[src/rtl/fwhrc_regs.vh]
`ifndef FWHRC_REGS_VH
`define FWHRC_REGS_VH
// opcodes
`define FWHRC_OP_UDPD       8'h79
`define FWHRC_OP_SWRST      8'hF0
`define FWHRC_OP_CONFIRM    8'hD0
`define FWHRC_OP_WRSTAT2    8'h31
`define FWHRC_OP_WREN       8'h06
`define FWHRC_OP_WRDI       8'h04
// reset-enable bit position in the second status byte
`define FWHRC_RESET_ENABLE_BIT_POS      0
// wake pulse in ns, wake-up and reset abort times in us, clock period in ns
`define FWHRC_CLK_NS        4
`define FWHRC_WAKE_PULSE_NS 20
`define FWHRC_WAKE_UP_US    70
`define FWHRC_RST_ABORT_US  60
// counts derived from the times above
`define FWHRC_WAKE_PULSE_CYC ((`FWHRC_WAKE_PULSE_NS + `FWHRC_CLK_NS - 1) / `FWHRC_CLK_NS)
`define FWHRC_WAKE_UP_CYC    ((`FWHRC_WAKE_UP_US * 1000) / `FWHRC_CLK_NS)
`define FWHRC_RST_ABORT_CYC  ((`FWHRC_RST_ABORT_US * 1000) / `FWHRC_CLK_NS)
`endif

[src/rtl/fwhrc_sync.v]
`timescale 1ns/1ns
`default_nettype none
// two-flop synchroniser for a group of pin inputs
module fwhrc_sync #(
  parameter W    = 1,
  parameter INIT = 1'b0
) (
  input  wire         clk,
  input  wire         rst_n,
  input  wire [W-1:0] d,
  output reg  [W-1:0] q
);
  reg [W-1:0] meta;
  genvar i;
  generate
    for (i = 0; i < W; i = i + 1) begin : g_bit
      always @(posedge clk or negedge rst_n) begin
        if (!rst_n) begin
          meta[i] <= INIT;
          q[i]    <= INIT;
        end else begin
          meta[i] <= d[i];
          q[i]    <= meta[i];
        end
      end
    end
  endgenerate
endmodule // fwhrc_sync
`default_nettype wire

[src/rtl/fwhrc_ctrl.v]
`timescale 1ns/1ns
`default_nettype none
`include "fwhrc_regs.vh"

// Overview of operation
// - short cs pulse wakes from ultra-deep power-down; standby after wake-up time
// - bytes shifted during the wake pulse are ignored; pulse still wakes
// - a frame started before wake-up time elapses is ignored entirely
// - cs held low: cs fall wakes; a bit taken before wake-up time elapses drops the command
// - power cycle (reset) leaves power-down with all state at defaults
// - pause never stalls a running program or erase cycle
// - pause entered only with cs low, at a clock-low phase
// - pause lasts while pause pin and cs both asserted
// - while paused output is off, data and clock ignored, protect pin live
// - pause ends at a clock-low phase after the pin releases
// - cs release while paused aborts the frame and clears write-enable latch
// - software reset aborts program or erase, ignores write-enable latch
// - software reset only acts when the reset-enable bit is set
// - reset frame is f0 then d0, later bytes ignored
// - after reset frame, program ends within the reset abort time
// - reset keeps config and reset-enable, clears write-enable latch
// - no reset on short frame or release off a byte boundary
// - opcode 79 frame enters ultra-deep power-down unless busy_in is high; commands then ignored
// - device is back in standby within the wake-up time
module fwhrc_ctrl #(
  parameter WAKE_UP_CYC   = `FWHRC_WAKE_UP_CYC,
  parameter RST_ABORT_CYC = `FWHRC_RST_ABORT_CYC
) (
  input  wire       mclk,
  input  wire       rst_n,
  input  wire       cs_n,
  input  wire       sck,
  input  wire       si,
  input  wire       hold_n,
  input  wire       wp_n,
  input  wire       busy_in,
  output reg        so,
  output reg        so_oe,
  output reg        abort_op,
  output reg        write_enable_latch,
  output reg        reset_enable_bit,
  output reg        write_protect,
  output reg        paused,
  output reg        ultra_deep_pd,
  output reg        standby,
  output reg  [7:0] cmd_byte,
  output reg        cmd_valid
);

  // ------------------------------------------------------------
  // reset release and pin synchronisers
  // ------------------------------------------------------------
  reg        rst_meta;
  reg        rst_s_n;
  wire [4:0] pins_s;
  wire       cs_s_n;
  wire       sck_s;
  wire       si_s;
  wire       hold_s_n;
  wire       wp_s_n;

  always @(posedge mclk or negedge rst_n) begin
    if (!rst_n) begin
      rst_meta <= 1'b0;
      rst_s_n  <= 1'b0;
    end else begin
      rst_meta <= 1'b1;
      rst_s_n  <= rst_meta;
    end
  end

  fwhrc_sync #(.W(5), .INIT(1'b1)) u_sync (
    .clk   (mclk),
    .rst_n (rst_s_n),
    .d     ({cs_n, sck, si, hold_n, wp_n}),
    .q     (pins_s)
  );
  assign cs_s_n   = pins_s[4];
  assign sck_s    = pins_s[3];
  assign si_s     = pins_s[2];
  assign hold_s_n = pins_s[1];
  assign wp_s_n   = pins_s[0];

  // ------------------------------------------------------------
  // edge detection and pause tracking
  // ------------------------------------------------------------
  reg  sck_d;
  reg  cs_d_n;
  wire sck_rise = sck_s & ~sck_d;
  wire cs_fall  = ~cs_s_n & cs_d_n;
  wire cs_rise  = cs_s_n & ~cs_d_n;
  reg  paused_on_release;

  always @(posedge mclk or negedge rst_s_n) begin
    if (!rst_s_n) begin
      // matches the synchroniser's reset level, so no false sck edge
      sck_d  <= 1'b1;
      cs_d_n <= 1'b1;
      paused <= 1'b0;
    end else begin
      sck_d  <= sck_s;
      cs_d_n <= cs_s_n;
      if (cs_s_n)
        paused <= 1'b0;
      else if (!sck_s)
        paused <= ~hold_s_n;
    end
  end

  // ------------------------------------------------------------
  // frame shifter and bit counter
  // ------------------------------------------------------------
  localparam ST_IDLE  = 4'b0001;
  localparam ST_OPC   = 4'b0010;
  localparam ST_CONF  = 4'b0100;
  localparam ST_SKIP  = 4'b1000;

  reg  [3:0]  fstate;
  reg  [2:0]  bit_cnt;
  reg  [7:0]  shreg;
  reg  [7:0]  opcode;
  reg         rst_armed;
  reg         frame_ignored;
  reg         frame_bits;
  reg         byte_two;
  wire [7:0]  byte_now = {shreg[6:0], si_s};
  wire        bit_take = ~cs_s_n & sck_rise & ~paused;
  wire        byte_done = bit_take & (bit_cnt == 3'd7);

  always @(posedge mclk or negedge rst_s_n) begin
    if (!rst_s_n) begin
      fstate     <= ST_IDLE;
      bit_cnt    <= 3'd0;
      shreg      <= 8'h00;
      opcode     <= 8'h00;
      rst_armed  <= 1'b0;
      frame_bits <= 1'b0;
      byte_two   <= 1'b0;
      cmd_byte   <= 8'h00;
      cmd_valid  <= 1'b0;
    end else begin
      cmd_valid <= 1'b0;
      if (cs_fall) begin
        fstate     <= ST_OPC;
        bit_cnt    <= 3'd0;
        rst_armed  <= 1'b0;
        frame_bits <= 1'b0;
        byte_two   <= 1'b0;
      end else if (bit_take) begin
        frame_bits <= 1'b1;
        bit_cnt    <= bit_cnt + 3'd1;
        shreg      <= byte_now;
        if (byte_done) begin
          case (fstate)
            ST_OPC: begin
              opcode <= byte_now;
              if (!frame_ignored && !ultra_deep_pd) begin
                cmd_byte  <= byte_now;
                cmd_valid <= 1'b1;
              end
              fstate <= (byte_now == `FWHRC_OP_SWRST || byte_now == `FWHRC_OP_WRSTAT2) ? ST_CONF : ST_SKIP;
            end
            ST_CONF: begin
              byte_two <= 1'b1;
              if (opcode == `FWHRC_OP_SWRST)
                rst_armed <= (byte_now == `FWHRC_OP_CONFIRM);
              fstate <= ST_SKIP;               // later bytes ignored
            end
            ST_SKIP: fstate <= ST_SKIP;
            default: fstate <= ST_IDLE;
          endcase
        end
      end
    end
  end

  // ------------------------------------------------------------
  // power-down and wake timing
  // ------------------------------------------------------------
  reg  [15:0] wake_cnt;
  reg         waking;
  reg         wake_frame;
  wire        aligned    = (bit_cnt == 3'd0);
  wire        valid_end  = cs_rise & aligned & frame_bits & ~frame_ignored & ~ultra_deep_pd & ~paused_on_release;
  wire        pd_enter   = valid_end & (opcode == `FWHRC_OP_UDPD) & ~busy_in;
  wire        pd_leave   = ultra_deep_pd & cs_fall;
  // a wake frame that was ignored or carried no bits restarts the timer at cs release
  wire        wake_renew = cs_rise & wake_frame & (frame_ignored | ~frame_bits);
  // reset needs both bytes, a byte-aligned end and the enable bit
  wire        sw_reset   = valid_end & (opcode == `FWHRC_OP_SWRST) & rst_armed & byte_two & reset_enable_bit;

  always @(posedge mclk or negedge rst_s_n) begin
    if (!rst_s_n) begin
      ultra_deep_pd     <= 1'b0;
      standby           <= 1'b1;
      waking            <= 1'b0;
      wake_frame        <= 1'b0;
      wake_cnt          <= 16'h0000;
      frame_ignored     <= 1'b0;
      paused_on_release <= 1'b0;
    end else begin
      paused_on_release <= paused;
      standby           <= ~ultra_deep_pd & ~waking;
      // timer runs regardless of cs so standby returns in time
      if (waking) begin
        if (wake_cnt == 16'h0000)
          waking <= 1'b0;
        else
          wake_cnt <= wake_cnt - 16'h0001;
      end
      if (pd_enter) begin
        ultra_deep_pd <= 1'b1;
        standby       <= 1'b0;
      end
      if (pd_leave) begin
        // timed from cs fall so that the cs-low method can wait it out
        ultra_deep_pd <= 1'b0;
        waking        <= 1'b1;
        wake_cnt      <= WAKE_UP_CYC[15:0];
        wake_frame    <= 1'b1;
        frame_ignored <= 1'b0;
      end else if (cs_fall) begin
        frame_ignored <= waking;
      end else if (bit_take && waking) begin
        // a bit taken while the wake timer runs drops the whole frame
        frame_ignored <= 1'b1;
      end
      if (cs_rise)
        wake_frame <= 1'b0;
      if (wake_renew) begin
        waking   <= 1'b1;
        wake_cnt <= WAKE_UP_CYC[15:0];
      end
    end
  end

  // ------------------------------------------------------------
  // status latches
  // ------------------------------------------------------------
  always @(posedge mclk or negedge rst_s_n) begin
    if (!rst_s_n) begin
      write_enable_latch <= 1'b0;
      reset_enable_bit   <= 1'b0;
    end else if (cs_rise && paused_on_release) begin
      // cs release while paused drops the frame
      write_enable_latch <= 1'b0;
    end else if (valid_end) begin
      case (opcode)
        `FWHRC_OP_WREN:  write_enable_latch <= 1'b1;
        `FWHRC_OP_WRDI:  write_enable_latch <= 1'b0;
        `FWHRC_OP_WRSTAT2:
          if (byte_two)
            reset_enable_bit <= shreg[`FWHRC_RESET_ENABLE_BIT_POS];
        `FWHRC_OP_SWRST:
          if (sw_reset)
            write_enable_latch <= 1'b0;
        default: ;
      endcase
    end
  end

  // ------------------------------------------------------------
  // software reset abort; ends program or erase, busy or not
  // ------------------------------------------------------------
  reg  [15:0] abort_cnt;

  // the affected page is left in an undefined state
  always @(posedge mclk or negedge rst_s_n) begin
    if (!rst_s_n) begin
      abort_op  <= 1'b0;
      abort_cnt <= 16'h0000;
    end else if (sw_reset) begin
      abort_op  <= 1'b1;
      abort_cnt <= RST_ABORT_CYC[15:0];
    end else if (abort_cnt != 16'h0000) begin
      abort_cnt <= abort_cnt - 16'h0001;
      if (abort_cnt == 16'h0001)
        abort_op <= 1'b0;
    end
  end

  // ------------------------------------------------------------
  // output pin and write protect; program cycles run on unpaused
  // ------------------------------------------------------------
  always @(posedge mclk or negedge rst_s_n) begin
    if (!rst_s_n) begin
      so            <= 1'b0;
      so_oe         <= 1'b0;
      write_protect <= 1'b0;
    end else begin
      write_protect <= ~wp_s_n;
      so            <= 1'b0;
      so_oe         <= 1'b0;
    end
  end

endmodule // fwhrc_ctrl
`default_nettype wire

[config.mk]
export PLATFORM = sky130hd
export DESIGN_NAME = fwhrc_ctrl
export DESIGN_NICKNAME = d
export VERILOG_FILES = /design/src/rtl/fwhrc_sync.v /design/src/rtl/fwhrc_ctrl.v
export VERILOG_INCLUDE_DIRS = /design/src /design/src/rtl
export SDC_FILE = /design/constraint.sdc
export NUM_CORES = 1
export LEC_CHECK = 0
export BUFFER_PORTS_ARGS = -buffer_cell sky130_fd_sc_hd__buf_2
export CAP_MARGIN = 20
export CORE_ASPECT_RATIO = 1.4
export CORE_MARGIN = 2
export CORE_UTILIZATION = 35
export DETAILED_ROUTE_END_ITERATION = 8
export SYNTH_ARGS = -nofsm -noshare
export SYNTH_HDL_FRONTEND = slang
export SYNTH_SLANG_ARGS = --single-unit
[constraint.sdc]
create_clock -name mclk -period 2.55 [get_ports mclk]
set_input_delay 0.51 -clock mclk [delete_from_list [all_inputs] [get_ports mclk]]
set_output_delay 0.51 -clock mclk [all_outputs]
set_load 0.01 [all_outputs]
==> metrics, run 1 <==
H-Tree Depth=3; Max-Cap Viols=0; Yosys Warn Count=0; VDD IR max=0.6270 mV; antenna cells=0; kind of critical path=flop to flop; number of DRC markers in iteration 0=209; count leader, synth=dfrtp_1; Post-CTS Resized=0; Worst Hold Endpoint=u_sync.meta[0]; final setup fails=0; Largest stage delay, worst path=670 ps; Synth Instances=387; Worst-path clk slew=70 ps; PortBufs=23; CTS tree=built; mux share of post-synthesis cell area=8.486%; drt drc=0; RSZ-0062 raised after global routing=false; largest cells by area after synthesis=dfrtp_1 (45%), dfstp_2 (8.7%), mux2_2 (6.4%), a21oi_1 (2.8%), mux2i_1 (2.1%); Core Box Area=0.01182 mm^2; period utilization=94.05%; dpl cells=558; Synth Area in Adders=1.768%; iteration count of the initial detailed-routing pass=4; simple-gate area share of the yosys netlist=21.13%; Mapped Avg Cell Area=10.97 um^2; Top FF cell, synth=dfrtp_1; Commonest cells post-synth=dfrtp_1 (77), a21oi_1 (24), mux2_2 (24); f_max=0.4170 GHz; clock sink total=91; DIE WIDTH=97.10 um; Worst Setup End Kind=flop; Die Area=0.01304 mm^2; top-area cell type share of the netlist area=45.37%; hold depth=1; largest family of logic cells by synthesized area=simple AND/OR/NAND/NOR gates; clock buffer depth=2; non-filler cells, final=575; crit path launch=abort_cnt[0]; worst hold path type=input port to flop; routability-driven placement congestion ratio=approximately 0.81; worst slew pin tran=675.5 ps; compound-gate portion of the synthesized area=11.26%; Design Area, Final=0.004891 mm^2; clock latency on the worst-skew pair=about 340 ps; Max-slew headroom=a little over half; final wirelength=8558 um; total negative slack=0 ps; synthesized area=about 0.0042 mm^2; FFs w/ async S/R, synth=100.0%; R2R depth=6; EDFF count, synth=0; critical-path cell list=inv_1 > ha_1 > inv_1 > or4_1 > or4_1 > a21oi_1; vias post-DR=3,112; PD cells=697.3 mW/mm^2; Syn-to-layout area delta=15.17%; crit path DAT=2660 ps; CTS Root Cell=clkbuf_16; placed cell areas=0.004597 mm^2; first-pass GRT wire length=14,730 um; Via density=5.412; Starting Density=35.93%; #FFs+latches synth=91; Seq/Total Area, Yosys=between 50 and 60%; Crit-path slowest cell=or4_1; final worst slack=151.6 ps; number of global-route vias before repair=3,045; hold_sp=wp_n; maximum number of pins on one net before global-route repair=36; Routed Antenna Nets=0; Final #Nets=approximately 440; DR WL/cell=roughly 15 um; reg-to-reg slack, setup=~150 ps; Worst Path Max Fanout=10; final hold viol count=0; status=completed; reg2reg end=abort_cnt[10]; critical path launch point type=flop; Final Power=approximately 0.0034 W; DIE HEIGHT=between 100 and 150 um; Critical Path RT=2820 ps; r2r startpoint=abort_cnt[0]; Tmin final=roughly 2400 ps; detailed placement HPWL=6138 um; Leak Pwr=2.099 nW; Synth Area in XOR/XNOR=less than 1%; # IOs=26; layout cells sized above 1=25.47%; row cnt=47; post-synth cell types=56; Total GRT Usage=about 14%; CTS buffer count=9; initial antenna violation count=0; post-synth top area cell=dfrtp_1; Max Slew Vio Count=0; pre-CTS setup slack=173.3 ps; GR Overflow Total=0; Worst Skew=9.937 ps
cell type report:
class	instances	area [um^2]
timing repair buffer	37	222.7
sequential	91	2298
inverter	15	56.30
clock buffer	9	225.2
multi-input combinational	269	1846
tap	147	183.9
clock inverter	7	58.81
fill	1128	6929
registers in the layout (all words and copies together), names as in the netlist, 3 cells and up:
name / flops
shreg: 7
opcode: 8
u_sync.q: 5
bit_cnt: 3
wake_cnt: 16
u_sync.meta: 5
abort_cnt: 16
cmd_byte: 8
fstate: 4
where the power goes:
group	internal, W	switching, W	total, W
Clock	0.000676	0.000594	0.00127
Sequential	0.00159	0.000167	0.00176
Combinational	0.000191	0.000194	0.000385
Total	0.00246	0.000955	0.00341
logic make-up (layout without fill, tap and decap cells):
kind of cell | Yosys count | count (layout)
compound gates | 75 | 75
buf+inv | 28 | 68
other cells | 2 | 3
fa+ha+maj | 6 | 6
flops | 91 | 91
mux | 33 | 33
simple gates | 150 | 150
xor+xnor | 2 | 2
through the flow:
step                      hold WS [ps]  utilization [%]
after floorplan                  214.4                -
after CTS                        249.3            41.38
after global routing             240.4            41.38
final                            259.9            41.38
after global placement           294.7            38.89
after detailed placement         298.7            38.89
critical path: cells and delay by family (launching register included):
family / cells / cell delay [ps]
DFF: 1 / 440
AOI/OAI and AO/OA: 1 / 140
buffers and inverters: 2 / 260
and+or+nand+nor: 2 / 1200
adders and majority gates: 1 / 280
worst max path at each step:
| stage | end | slack [ps] |
|---|---|---|
| detailed placement | abort_cnt[10] | 170 |
| CTS | abort_cnt[10] | 150 |
| global route | abort_cnt[10] | 20 |
| finish | abort_cnt[10] | 150 |
| floorplan | abort_cnt[14] | 410 |
| global placement | abort_cnt[14] | 280 |
layer usage:
metal | wire length [um] | track usage (%) | vias up
li1 | - | - | 1500
met2 | 4229 | 22.96 | 53
met5 | 0 | 0 | -
met1 | 3911 | 17.59 | 1545
met3 | 263 | 3.231 | 14
met4 | 154 | 5.399 | 0
layout by cell type, fill, tap and decap left out, drive strengths merged, types with 4 or more instances in the layout:
master  instances
dfrtp          77
buf            36
a21oi          24
mux2           24
nor2           23
nand2          23
inv            18
o21ai          16
nor3           15
dfstp          14
nand3          12
or4            12
or3            11
mux2i           9
clkbuf          9
nor4            7
o31ai           7
ha              6
nand2b          5
or2             5
nand4           5
a211oi          5
nor4b           5
nor2b           4
o211ai          4
repair_timing:
action / in CTS / in global routing
setup endpoints to repair: 0 / 0
hold buffers: 1 / 0
buffers inserted: 0 / 0
hold endpoints to repair: 2 / 0
No activity file was read; power rests on OpenSTA's default activity.
==> run 2: changes to the inputs <==
CORE_UTILIZATION = 54   (was 35)
PLACE_DENSITY = 0.75   (was default)
==> run 2 against run 1 <==
Final cell count shrank 8.3%. Sequential power is essentially flat. Combinational power hardly changed. Routed wire length decreased by 3.5%. Power decreased by 11%. Die area shrank 34%. Setup slack gained 43 ps. Critical endpoint is now abort_cnt[14]. Largest power group unchanged.
==> metrics, run 2 (synthesized netlist as in run 1, its figures left out) <==
status=completed; GR Overflow Total=0 (unchanged); kind of critical path=flop to flop; period utilization=92.36% (-1.7 points); commonest non-fill, non-tap cell in the layout=dfrtp_1; Switch Pwr=0.0008799 W (-7.9%); Max-Cap Viols=0 (unchanged); Total GRT Usage=21.45% (+7.6 points); filler cell count=618 (-45%); PD cells=645.2 mW/mm^2 (-7.5%); Pint=0.002169 W (-12%); CTS tree=built; critical path launch point type=flop; CP top delay family=simple AND/OR/NAND/NOR gates; VDD IR max=0.5033 mV (-20%); row cnt=38 (-19%); clock sink total=91 (unchanged); Hold Buf Count CTS=1 (unchanged); Tmin final=2355 ps (-43.06 ps); final setup fails=0 (unchanged); iteration count of the initial detailed-routing pass=4 (unchanged); Clk network pwr share=30.0% (-7.2 points); Worst-path clk slew=90 ps (+20 ps); DR WL/cell=15.67 um (+5.3%); PortBufs=23 (unchanged); clock latency on the worst-skew pair=360 ps (+20 ps); Core Box Area=0.007702 mm^2 (-35%); # IOs=26 (unchanged); final hold viol count=0 (unchanged); Die Area=0.008599 mm^2 (-34%); Starting Density=55.13% (+19 points); first-pass GRT wire length=14,360 um (-2.5%); Worst Setup End Kind=flop; Critical Path RT=2840 ps (+20 ps); combinational power share=12.6% (+1.3 points); initial antenna violation count=0 (unchanged); Sw Ratio=28.85% (+0.85 points); routability-driven placement congestion ratio=0.9061 (+12%); crit path DAT=2640 ps (-20 ps); layout cells sized above 1=25.29% (-0.17 points); Post-CTS Resized=0 (unchanged); H-Tree Depth=3 (unchanged); Worst Path Max Fanout=10 (unchanged); Worst Skew=8.616 ps (-1.322 ps); final wirelength=8260 um (-3.5%); RSZ-0062 raised after global routing=false; Post-CTS Setup Bufs=0 (unchanged); critical-path cell list=inv_1 > ha_1 > inv_1 > or4_1 > or4_1 > a21oi_1; DIE HEIGHT=108.9 um (-19%); most frequent cells in the layout=dfrtp_1 (76), a21oi_1 (24), mux2_2 (24); Routed Antenna Nets=0 (unchanged); Seq pwr share=57.4% (+5.9 points); DIE WIDTH=78.95 um (-19%); Largest stage delay, worst path=650 ps (-20 ps); f_max=0.4246 GHz (+1.8%); vias post-DR=3,105 (-0.22%); clock buffer depth=2 (unchanged); number of global-route vias before repair=3,124 (+2.6%); total negative slack=0 ps (unchanged); worst hold path type=input port to flop; Max-slew headroom=56.30% (+2.0 points); area occupied by multi-input gates=0.001846 mm^2 (unchanged); maximum number of pins on one net before global-route repair=45 (+25%); detailed placement HPWL=5973 um (-2.7%); Max Slew Vio Count=0 (unchanged); Final #Nets=436 (-0.23%); Top Registers=abort_cnt: 16 flops, wake_cnt: 16 flops; Min Hold Slack=232.1 ps (-27.78 ps); drt drc=0 (unchanged); number of DRC markers in iteration 0=252 (+21%); Via density=5.892 (+8.9%); antenna cells=0 (unchanged); CTS buffer count=9 (unchanged); FF/Latch Area=0.002298 mm^2 (unchanged); Core Util, Final=61.35% (+20 points); worst slew pin tran=639.0 ps (-36.41 ps); CTS Root Cell=clkbuf_8; Syn-to-layout area delta=11.28%; WP buf/inv=2 (unchanged); Leak Pwr=2.061 nW (-1.8%); Crit-path slowest cell=or4_1
==> run 2: power by group through the flow <==
stage | Clock (W) | Combinational (W) | Sequential (W)
after floorplan | 0 | 0.000290 | 0.00174
after global placement | 0 | 0.000363 | 0.00177
after detailed placement | 0 | 0.000384 | 0.00177
after CTS | 0.000945 | 0.000387 | 0.00175
after global routing | 0.000992 | 0.000439 | 0.00178
final | 0.000915 | 0.000383 | 0.00175
==> run 2: layout make-up <==
type | instances | share of cell area [%]
multi-input combinational | 269 | 39.05
timing repair buffer | 36 | 4.554
sequential | 91 | 48.64
clock buffer | 10 | 2.912
clock inverter | 6 | 1.006
inverter | 15 | 1.191
tap | 100 | 2.648
==> run 2: stage by stage <==
step           power [W]  setup WS [ps]  instance area [um^2]  cells
5_1_grt         0.003207          27.89                  4726    527
4_1_cts         0.003079          200.0                  4726    527
6_report        0.003049          194.7                  4726    527
2_1_floorplan   0.002028          414.6                  4252    388
3_3_place_gp    0.002129          326.9                  4531    510
3_5_place_dp    0.002158          225.6                  4531    510
==> run 2: path summary, 6_finish.rpt <==
path | from | end | slack (ps) | cells past startpoint
worst max register to register | abort_cnt[0] | abort_cnt[14] | 190 | 6
worst min register to register | rst_s_n | cmd_byte[6] | 330 | 0
worst min-delay path | si | u_sync.meta[2] | 230 | 1
max in group asynchronous | rst_s_n | standby | 1480 | 1
worst max-delay path | abort_cnt[0] | abort_cnt[14] | 190 | 6
min in group asynchronous | rst_s_n | cmd_byte[6] | 330 | 0
==> run 2: metal layers <==
metal  part of all wire, %  global-route usage, %  vias up
met5                     0                      0        -
met4                   2.7                  9.729        0
met3                   3.9                  4.387       26
met2                    51                  35.90       76
met1                    43                  26.98     1501
li1                      -                      -     1502
